[src/shared/dtc_pkg.sv]
// Shared constants and types for the dual timer/counter control block
package dtc_pkg;

  // ==========================================================
  // Register addresses
  localparam logic [7:0] ADDR_CTRL = 8'h88;
  localparam logic [7:0] ADDR_MODE = 8'h89;
  localparam logic [7:0] ADDR_A_LOW = 8'h8A;
  localparam logic [7:0] ADDR_B_LOW = 8'h8B;
  localparam logic [7:0] ADDR_A_HIGH = 8'h8C;
  localparam logic [7:0] ADDR_B_HIGH = 8'h8D;
  localparam logic [7:0] ADDR_CLKSEL = 8'h8E;

  // ==========================================================
  // Reset values
  localparam logic [7:0] RST_CTRL = 8'h00;
  localparam logic [7:0] RST_MODE = 8'h00;
  localparam logic [7:0] RST_CLKSEL = 8'h00;
  localparam logic [7:0] RST_COUNT = 8'h00;
  localparam logic [7:0] RD_UNMAPPED = 8'h00;

  // ==========================================================
  // Field positions: control/status register
  localparam int CTRL_TF_B = 7;
  localparam int CTRL_RUN_B = 6;
  localparam int CTRL_TF_A = 5;
  localparam int CTRL_RUN_A = 4;
  localparam int CTRL_IE_B = 3;
  localparam int CTRL_IT_B = 2;
  localparam int CTRL_IE_A = 1;
  localparam int CTRL_IT_A = 0;

  // Field positions: mode register
  localparam int MODE_GATE_B = 7;
  localparam int MODE_CT_B = 6;
  localparam int MODE_B_LSB = 4;
  localparam int MODE_GATE_A = 3;
  localparam int MODE_CT_A = 2;
  localparam int MODE_A_LSB = 0;

  // Field positions: clock select register
  localparam int CK_D_HIGH = 7;
  localparam int CK_D_LOW = 6;
  localparam int CK_C_HIGH = 5;
  localparam int CK_C_LOW = 4;
  localparam int CK_B = 3;
  localparam int CK_A = 2;
  localparam int CK_PRESC_LSB = 0;

  // ==========================================================
  // Prescaler divisors
  localparam logic [5:0] DIV_4 = 6'h04;
  localparam logic [5:0] DIV_12 = 6'h0C;
  localparam logic [5:0] DIV_48 = 6'h30;

  // ==========================================================
  // Types
  typedef enum logic [1:0] {
    MODE_13BIT = 2'h0,
    MODE_16BIT = 2'h1,
    MODE_RELOAD8 = 2'h2,
    MODE_SPLIT = 2'h3
  } dtc_mode_t;

  typedef enum logic [1:0] {
    PRESC_DIV12 = 2'h0,
    PRESC_DIV4 = 2'h1,
    PRESC_DIV48 = 2'h2,
    PRESC_EXT8 = 2'h3
  } dtc_presc_t;

  typedef struct packed {
    logic [7:0] addr;
    logic wr;
    logic rd;
    logic [7:0] wdata;
  } dtc_sfr_req_t;

  typedef struct packed {
    logic irq_pin_a;
    logic irq_pin_b;
    logic count_pin_a;
    logic count_pin_b;
  } dtc_pins_t;

  typedef struct packed {
    logic timer_a;
    logic timer_b;
    logic ext_a;
    logic ext_b;
  } dtc_vec_t;

  typedef struct packed {
    logic timer_b_overflow_flag;
    logic timer_a_overflow_flag;
    logic ext_irq_b_flag;
    logic ext_irq_a_flag;
  } dtc_flags_t;

  typedef struct packed {
    logic split;
    logic ext_clock_bit;
  } dtc_aux_cfg_t;

  typedef struct packed {
    logic high;
    logic low;
  } dtc_tick_pair_t;

endpackage

[src/core/dtc_pin_sync.sv]
// Two-stage pin synchroniser with falling-edge pulse
`timescale 1ns/1ps
`default_nettype none
module dtc_pin_sync (
  input wire logic clk,
  input wire logic rst_n,
  input wire logic pin,
  output logic lvl,
  output logic fall
);
  logic meta_ff;
  logic sync_ff;
  logic prev_ff;

  always_ff @(posedge clk or negedge rst_n) begin
    if (!rst_n) begin
      meta_ff <= 1'b1;
      sync_ff <= 1'b1;
      prev_ff <= 1'b1;
    end else begin
      meta_ff <= pin;
      sync_ff <= meta_ff;
      prev_ff <= sync_ff;
    end
  end

  assign lvl = sync_ff;
  assign fall = prev_ff & ~sync_ff;
endmodule
`default_nettype wire

[src/core/dtc_timer_ctrl.sv]
// Control, mode, clock-select and low-byte logic of two counter/timers
//
// Behaviour
// - Timer B overflow sets flag; vector clears
// - Timer A overflow sets flag; vector clears
// - B gate 0: run bit alone enables
// - A gate 1: run and active pin
// - Ext flag B set; edge auto-clear
// - Level mode: flag B follows active pin
// - Type bit B: 0 level, 1 edge
// - Ext flag A set; edge clears, level holds
// - Type bit A: 0 level, 1 edge
// - B counter mode counts pin falls
// - A counter mode counts pin falls
// - B modes: 13, 16, reload8, inactive
// - A modes: 13, 16, reload8, split
// - B clock select; ignored as counter
// - A clock select; ignored as counter
// - Prescale: /12, /4, /48, ext/8
// - External clock/8 synchronised before use
// - Timer C high select, split only
// - Timer C low select clocks timer
// - Timer D high select, split only
// - Timer D low select clocks timer
// - Low bytes read/write count, reset zero
// - 13-bit wrap 0x1FFF sets flag
// - Reload8: low reloads from high
// - A split: high byte uses B run/flag
// - A split: B no pin, no flag
`timescale 1ns/1ps
`default_nettype none
module dtc_timer_ctrl (
  input wire logic clk,
  input wire logic rst_n,
  input wire dtc_pkg::dtc_sfr_req_t sfr_req,
  output logic [7:0] sfr_rdata,
  input wire dtc_pkg::dtc_pins_t pins,
  input wire logic irq_pin_a_polarity,
  input wire logic irq_pin_b_polarity,
  input wire logic ext_clk_div8,
  input wire dtc_pkg::dtc_vec_t vector_ack,
  input wire dtc_pkg::dtc_aux_cfg_t timer_c_cfg,
  input wire dtc_pkg::dtc_aux_cfg_t timer_d_cfg,
  output dtc_pkg::dtc_flags_t flags,
  output logic timer_b_overflow,
  output dtc_pkg::dtc_tick_pair_t timer_c_tick,
  output dtc_pkg::dtc_tick_pair_t timer_d_tick
);
  import dtc_pkg::*;

  // ==========================================================
  // Helpers
  function automatic logic [16:0] step_count(input dtc_mode_t m,
                                             input logic [15:0] c);
    logic [13:0] c13;
    logic [8:0] c8;
    c13 = {1'b0, c[15:8], c[4:0]} + 14'h0001;
    c8 = {1'b0, c[7:0]} + 9'h001;
    step_count = {1'b0, c};
    unique case (m)
      MODE_13BIT: step_count = {c13[13], c13[12:5], c[7:5], c13[4:0]};
      MODE_16BIT: step_count = {1'b0, c} + 17'h00001;
      MODE_RELOAD8: begin
        if (c8[8]) begin
          step_count = {1'b1, c[15:8], c[15:8]};
        end else begin
          step_count = {1'b0, c[15:8], c8[7:0]};
        end
      end
      MODE_SPLIT: step_count = {c8[8], c[15:8], c8[7:0]};
    endcase
  endfunction

  function automatic logic presc_hit(input dtc_presc_t sel,
                                     input logic [5:0] cnt,
                                     input logic ext);
    presc_hit = 1'b0;
    unique case (sel)
      PRESC_DIV12: presc_hit = (cnt % DIV_12) == (DIV_12 - 6'h01);
      PRESC_DIV4: presc_hit = (cnt % DIV_4) == (DIV_4 - 6'h01);
      PRESC_DIV48: presc_hit = cnt == (DIV_48 - 6'h01);
      PRESC_EXT8: presc_hit = ext;
    endcase
  endfunction

  function automatic logic aux_tick(input logic sys_sel,
                                    input logic ext_bit,
                                    input logic div12,
                                    input logic ext);
    aux_tick = sys_sel | (ext_bit ? ext : div12);
  endfunction

  // ==========================================================
  // Registers
  logic [7:0] ctrl_ff;
  logic [7:0] mode_ff;
  logic [7:0] clksel_ff;
  logic [15:0] cnt_a_ff;
  logic [15:0] cnt_b_ff;
  logic [5:0] presc_cnt_ff;
  logic act_a_ff;
  logic act_b_ff;
  logic [7:0] nxt_ctrl;
  logic [15:0] nxt_cnt_a;
  logic [15:0] nxt_cnt_b;

  // ==========================================================
  // Pin synchronisers
  logic irq_a_lvl;
  logic irq_b_lvl;
  logic cnt_a_fall;
  logic cnt_b_fall;
  logic ext_fall;

  dtc_pin_sync u_sync_irq_a (.clk(clk), .rst_n(rst_n),
    .pin(pins.irq_pin_a), .lvl(irq_a_lvl), .fall());
  dtc_pin_sync u_sync_irq_b (.clk(clk), .rst_n(rst_n),
    .pin(pins.irq_pin_b), .lvl(irq_b_lvl), .fall());
  dtc_pin_sync u_sync_cnt_a (.clk(clk), .rst_n(rst_n),
    .pin(pins.count_pin_a), .lvl(), .fall(cnt_a_fall));
  dtc_pin_sync u_sync_cnt_b (.clk(clk), .rst_n(rst_n),
    .pin(pins.count_pin_b), .lvl(), .fall(cnt_b_fall));
  dtc_pin_sync u_sync_ext (.clk(clk), .rst_n(rst_n),
    .pin(ext_clk_div8), .lvl(), .fall(ext_fall));

  // ==========================================================
  // Field decode
  dtc_mode_t mode_a;
  dtc_mode_t mode_b;
  dtc_presc_t presc_sel;
  logic a_split;
  logic active_a;
  logic active_b;
  logic wr_ctrl;

  assign mode_a = dtc_mode_t'(mode_ff[MODE_A_LSB+:2]);
  assign mode_b = dtc_mode_t'(mode_ff[MODE_B_LSB+:2]);
  assign presc_sel = dtc_presc_t'(clksel_ff[CK_PRESC_LSB+:2]);
  assign a_split = mode_a == MODE_SPLIT;
  assign active_a = ~(irq_a_lvl ^ irq_pin_a_polarity);
  assign active_b = ~(irq_b_lvl ^ irq_pin_b_polarity);
  assign wr_ctrl = sfr_req.wr && sfr_req.addr == ADDR_CTRL;

  // ==========================================================
  // Prescaler
  logic presc_tick;
  logic div12_tick;

  always_ff @(posedge clk or negedge rst_n) begin
    if (!rst_n) begin
      presc_cnt_ff <= 6'h00;
    end else if (presc_cnt_ff == DIV_48 - 6'h01) begin
      presc_cnt_ff <= 6'h00;
    end else begin
      presc_cnt_ff <= presc_cnt_ff + 6'h01;
    end
  end

  assign presc_tick = presc_hit(presc_sel, presc_cnt_ff, ext_fall);
  assign div12_tick = presc_hit(PRESC_DIV12, presc_cnt_ff, ext_fall);

  // ==========================================================
  // Count enables
  logic clk_a;
  logic clk_b_timer;
  logic en_a;
  logic en_b;
  logic en_ah;
  logic [16:0] step_a;
  logic [16:0] step_b;
  logic [8:0] sum_ah;
  logic ovf_a;
  logic ovf_b;
  logic ovf_ah;
  logic set_tf_a;
  logic set_tf_b;
  logic edge_a;
  logic edge_b;

  // Counter function ignores the clock select
  assign clk_a = mode_ff[MODE_CT_A] ? cnt_a_fall :
                 (clksel_ff[CK_A] | presc_tick);
  assign clk_b_timer = clksel_ff[CK_B] | presc_tick;
  assign en_a = ctrl_ff[CTRL_RUN_A] & clk_a &
                (~mode_ff[MODE_GATE_A] | active_a);

  always_comb begin
    if (a_split) begin
      en_b = (mode_b != MODE_SPLIT) & clk_b_timer;
    end else begin
      en_b = ctrl_ff[CTRL_RUN_B] & (mode_b != MODE_SPLIT) &
             (~mode_ff[MODE_GATE_B] | active_b) &
             (mode_ff[MODE_CT_B] ? cnt_b_fall : clk_b_timer);
    end
  end

  assign en_ah = a_split & ctrl_ff[CTRL_RUN_B] &
                 (clksel_ff[CK_A] | presc_tick);
  assign step_a = step_count(mode_a, cnt_a_ff);
  assign step_b = step_count(mode_b, cnt_b_ff);
  assign sum_ah = {1'b0, cnt_a_ff[15:8]} + 9'h001;
  assign ovf_a = en_a & step_a[16];
  assign ovf_b = en_b & step_b[16];
  assign ovf_ah = en_ah & sum_ah[8];
  assign set_tf_a = ovf_a;
  assign set_tf_b = a_split ? ovf_ah : ovf_b;
  assign edge_a = active_a & ~act_a_ff;
  assign edge_b = active_b & ~act_b_ff;

  // ==========================================================
  // Counters, software write wins over counting
  always_comb begin
    nxt_cnt_a = cnt_a_ff;
    nxt_cnt_b = cnt_b_ff;
    if (en_a) begin
      nxt_cnt_a = step_a[15:0];
    end
    if (en_ah) begin
      nxt_cnt_a[15:8] = sum_ah[7:0];
    end
    if (en_b) begin
      nxt_cnt_b = step_b[15:0];
    end
    if (sfr_req.wr) begin
      unique case (sfr_req.addr)
        ADDR_A_LOW: nxt_cnt_a[7:0] = sfr_req.wdata;
        ADDR_B_LOW: nxt_cnt_b[7:0] = sfr_req.wdata;
        ADDR_A_HIGH: nxt_cnt_a[15:8] = sfr_req.wdata;
        ADDR_B_HIGH: nxt_cnt_b[15:8] = sfr_req.wdata;
        default: begin
        end
      endcase
    end
  end

  always_ff @(posedge clk or negedge rst_n) begin
    if (!rst_n) begin
      cnt_a_ff <= {RST_COUNT, RST_COUNT};
      cnt_b_ff <= {RST_COUNT, RST_COUNT};
    end else begin
      cnt_a_ff <= nxt_cnt_a;
      cnt_b_ff <= nxt_cnt_b;
    end
  end

  // ==========================================================
  // Control/status flags
  always_comb begin
    nxt_ctrl = wr_ctrl ? sfr_req.wdata : ctrl_ff;
    if (!wr_ctrl) begin
      nxt_ctrl[CTRL_TF_B] = ctrl_ff[CTRL_TF_B] & ~vector_ack.timer_b;
      nxt_ctrl[CTRL_TF_A] = ctrl_ff[CTRL_TF_A] & ~vector_ack.timer_a;
      nxt_ctrl[CTRL_IE_B] = ctrl_ff[CTRL_IE_B] & ~vector_ack.ext_b;
      nxt_ctrl[CTRL_IE_A] = ctrl_ff[CTRL_IE_A] & ~vector_ack.ext_a;
    end
    nxt_ctrl[CTRL_TF_B] = nxt_ctrl[CTRL_TF_B] | set_tf_b;
    nxt_ctrl[CTRL_TF_A] = nxt_ctrl[CTRL_TF_A] | set_tf_a;
    if (ctrl_ff[CTRL_IT_B]) begin
      nxt_ctrl[CTRL_IE_B] = nxt_ctrl[CTRL_IE_B] | edge_b;
    end else begin
      nxt_ctrl[CTRL_IE_B] = active_b;
    end
    if (ctrl_ff[CTRL_IT_A]) begin
      nxt_ctrl[CTRL_IE_A] = nxt_ctrl[CTRL_IE_A] | edge_a;
    end else begin
      nxt_ctrl[CTRL_IE_A] = active_a;
    end
  end

  always_ff @(posedge clk or negedge rst_n) begin
    if (!rst_n) begin
      ctrl_ff <= RST_CTRL;
      act_a_ff <= 1'b0;
      act_b_ff <= 1'b0;
    end else begin
      ctrl_ff <= nxt_ctrl;
      act_a_ff <= active_a;
      act_b_ff <= active_b;
    end
  end

  always_ff @(posedge clk or negedge rst_n) begin
    if (!rst_n) begin
      mode_ff <= RST_MODE;
      clksel_ff <= RST_CLKSEL;
    end else if (sfr_req.wr) begin
      if (sfr_req.addr == ADDR_MODE) begin
        mode_ff <= sfr_req.wdata;
      end
      if (sfr_req.addr == ADDR_CLKSEL) begin
        clksel_ff <= sfr_req.wdata;
      end
    end
  end

  // ==========================================================
  // Read data
  always_ff @(posedge clk or negedge rst_n) begin
    if (!rst_n) begin
      sfr_rdata <= RD_UNMAPPED;
    end else if (sfr_req.rd) begin
      unique case (sfr_req.addr)
        ADDR_CTRL: sfr_rdata <= ctrl_ff;
        ADDR_MODE: sfr_rdata <= mode_ff;
        ADDR_A_LOW: sfr_rdata <= cnt_a_ff[7:0];
        ADDR_B_LOW: sfr_rdata <= cnt_b_ff[7:0];
        ADDR_A_HIGH: sfr_rdata <= cnt_a_ff[15:8];
        ADDR_B_HIGH: sfr_rdata <= cnt_b_ff[15:8];
        ADDR_CLKSEL: sfr_rdata <= clksel_ff;
        default: sfr_rdata <= RD_UNMAPPED;
      endcase
    end
  end

  // ==========================================================
  // Outputs and timer C/D clock enables
  always_ff @(posedge clk or negedge rst_n) begin
    if (!rst_n) begin
      timer_b_overflow <= 1'b0;
      timer_c_tick <= '0;
      timer_d_tick <= '0;
    end else begin
      timer_b_overflow <= ovf_b;
      timer_c_tick.low <= aux_tick(clksel_ff[CK_C_LOW],
        timer_c_cfg.ext_clock_bit, div12_tick, ext_fall);
      timer_c_tick.high <= timer_c_cfg.split ?
        aux_tick(clksel_ff[CK_C_HIGH], timer_c_cfg.ext_clock_bit,
                 div12_tick, ext_fall) :
        aux_tick(clksel_ff[CK_C_LOW], timer_c_cfg.ext_clock_bit,
                 div12_tick, ext_fall);
      timer_d_tick.low <= aux_tick(clksel_ff[CK_D_LOW],
        timer_d_cfg.ext_clock_bit, div12_tick, ext_fall);
      timer_d_tick.high <= timer_d_cfg.split ?
        aux_tick(clksel_ff[CK_D_HIGH], timer_d_cfg.ext_clock_bit,
                 div12_tick, ext_fall) :
        aux_tick(clksel_ff[CK_D_LOW], timer_d_cfg.ext_clock_bit,
                 div12_tick, ext_fall);
    end
  end

  assign flags.timer_b_overflow_flag = ctrl_ff[CTRL_TF_B];
  assign flags.timer_a_overflow_flag = ctrl_ff[CTRL_TF_A];
  assign flags.ext_irq_b_flag = ctrl_ff[CTRL_IE_B];
  assign flags.ext_irq_a_flag = ctrl_ff[CTRL_IE_A];
endmodule
`default_nettype wire

[config.mk]
export PLATFORM = sky130hd
export DESIGN_NAME = dtc_timer_ctrl
export DESIGN_NICKNAME = d
export VERILOG_FILES = /design/src/shared/dtc_pkg.sv /design/src/core/dtc_pin_sync.sv /design/src/core/dtc_timer_ctrl.sv
export SDC_FILE = /design/constraint.sdc
export NUM_CORES = 1
export LEC_CHECK = 0
export BUFFER_PORTS_ARGS = -buffer_cell sky130_fd_sc_hd__buf_2
export CELL_PAD_IN_SITES_DETAIL_PLACEMENT = 2
export CELL_PAD_IN_SITES_GLOBAL_PLACEMENT = 2
export CORE_ASPECT_RATIO = 0.5
export CORE_MARGIN = 5
export CORE_UTILIZATION = 41
export CTS_CLUSTER_DIAMETER = 80
export DETAILED_ROUTE_END_ITERATION = 6
export PLACE_DENSITY_LB_ADDON = 0.2
export SYNTH_ARGS = -nofsm -noshare
export SYNTH_HDL_FRONTEND = slang
export SYNTH_HIERARCHICAL = 1
export SYNTH_SLANG_ARGS = --single-unit
export TNS_END_PERCENT = 1
[constraint.sdc]
create_clock -name clk -period 6.5 [get_ports clk]
set_input_delay 0.325 -clock clk [delete_from_list [all_inputs] [get_ports clk]]
set_output_delay 0.325 -clock clk [all_outputs]
set_load 0.02 [all_outputs]
==> results.cfg <==
[flow_run]
cap_violations = 0

[pwr]
power.share.clock_pct = 33.2
total_power_w = 0.00171
peakVddDrop_uv = 142
p_int_w = 0.00112
p_leak_nw = 2.55
p_comb_share_pct = 21.6
power_per_cell_area_mw_per_mm2 = 280
swShare_pct = 34.5
p_switching_w = 0.000589
p_seq_share_pct = 45.3

[status]
status = finished clean

[die]
die_w_um = 173
core_mm2 = 0.0128
die_y_um = 91.4
core.rowCount = 29
io_pins = 52
die-area_mm2 = 0.0158
initial_core_util_pct = 42.4

[global_route]
top_usage_layer = met2
grtUsageMet1_pct = 35.1
grt_pass1_wl_um = 30400
grt_util_all_layers_pct = 24.9
antenna_found_initial = 0
grt.overflow.total = 0
grtUsageMet2_pct = 39.9
grt_pass1_vias = 4970
grt_max_degree = 66
met3_usage_pct = 5.44

[cells_and_area]
antenna_cells = 0
final_cell_area_mm2 = 0.00609
final_cell_mix = dfrtp_1, nand2_1, buf_2
nets = 631
layout.cells.most_common = dfrtp_1
area_growth_pct = 12.2
drive_above_1_share_pct = 23.4

[timing]
timing.final.crit_period_ns = 3.18
worst_slack_ns = 3.32
setup_viol = 0
hold_ws_ns = 0.0691
clock.fmax_ghz = 0.314
drv_slew = 0
min_period_over_period_pct = 49.0
skew_ns = 0.00966
rsz0062_at_grt = no
fin_tns_setup_ns = 0
relSlewSlack_pct = 31.4
worst_pin_slew_ns = 1.02
hold_violations = 0

[yosys]
synth_cells = 553
ys_warn_count = 6
syn_area_mm2 = 0.00543
avgSynthCellArea_um2 = 9.82
synth_fp_nets = 596

[setup_path]
end_kind = flop
worst_path_largest_cell_delay_ns = 0.82
crit_type = reg2reg
path_cells = inv_1 -> ha_1 -> nor4b_4 -> a31o_4 -> o32ai_4 -> a2111oi_4 -> o21ai_1 -> a32oi_1 -> mux2i_1
arrival_ns = 3.37
startpoint_type = flop
cpLargestDelayFamily = compound AO/OA/AOI/OAI gates
crit_fanout = 13
crit_path_top_delay_cell = a2111oi_4
worstPathRequired_ns = 6.68
cp_num_buf_inv = 1

[clock_tree]
numCtsBuffers = 9
clock_sinks = 90
cts_max_level = 3
clock_latency_ns = 0.35
clock-root-buffer = clkbuf_16
cts_tree = built
path_clk_slew_ns = 0.07
cts_max_path_buffers = 2

[routing]
drc = 0
drt-pass1-iter-count = 4
vias = 4571
wl_um = 19400
ant_nets = 0
avgViaCountPerCell = 5.99
wire_per_inst_um = 25.4
drt_iter0_drc = 381

[worst_hold_path]
min_path_type = in2reg

[placed_design]
place_congestion = 0.902
place.port_buffers = 51
placed_area_mm2 = 0.00577
hpwl_um = 14100
pre_cts_slack_ns = 3.41
-- path summary, 6_finish.rpt --
kind,startpoint,endpoint,slack [ns],cells past startpoint
hold / removal,ext_clk_div8,u_sync_ext/meta_ff,0.07,1
setup reg to reg,presc_cnt_ff[4],cnt_a_ff[7],3.32,9
max in group asynchronous,rst_n,presc_cnt_ff[5],4.83,3
setup / recovery,presc_cnt_ff[4],cnt_a_ff[7],3.32,9
min in group asynchronous,rst_n,cnt_a_ff[10],0.43,2
hold reg to reg,u_sync_cnt_a/meta_ff,u_sync_cnt_a/lvl,0.36,0
-- area by class of cell --
cell class                      count  area (um2)
Sequential cell                    90        2270
Clock inverter                      5        60.1
Timing Repair Buffer               55         290
Clock buffer                       11         254
Tap cell                          170         213
Fill cell                        1366        6710
Inverter                           30         113
Multi-Input combinational cell    402        2900
-- worst register-to-register path, delay by kind of cell, from the launching register on --
family          cells  cell delay [ns]
compound gates      5             1.71
fa+ha+maj           1             0.34
simple gates        1             0.32
buf+inv             1             0.12
flops               1             0.42
mux                 1             0.12
-- state kept, by name (all words and copies together) (netlist names), 2 cells and up --
signal        cells
clksel_ff         8
cnt_a_ff         16
cnt_b_ff         16
ctrl_ff           8
mode_ff           8
presc_cnt_ff      6
sfr_rdata         8
timer_c_tick      2
timer_d_tick      2
-- power groups by stage --
stage / Combinational (W) / Clock (W) / Sequential [W]
2_1_floorplan: 0.000263 / 0 / 0.000709
3_3_place_gp: 0.000345 / 0 / 0.000770
3_5_place_dp: 0.000361 / 0 / 0.000777
4_1_cts: 0.000368 / 0.000573 / 0.000768
5_1_grt: 0.000408 / 0.000598 / 0.000780
6_report: 0.000368 / 0.000566 / 0.000772
-- stage by stage --
step                      cells  utilization (%)
after floorplan             553                -
after global placement      746             45.1
after detailed placement    746             45.1
after CTS                   763             47.6
after global routing        763             47.6
final                       763             47.6
-- metal layers --
| metal | vias up | share of wire [%] |
|---|---|---|
| met5 | - | 0 |
| met1 | 2410 | 47 |
| met3 | 15 | 5.5 |
| met4 | 0 | 0.83 |
| li1 | 2045 | - |
| met2 | 101 | 46 |
-- repair_timing --
action,4_1_cts,5_1_grt
gates resized for setup,0,0
setup buffers,0,0
hold buffers,1,0
endpoints found under the hold margin,25,0
(Power assumes the default switching activity.)
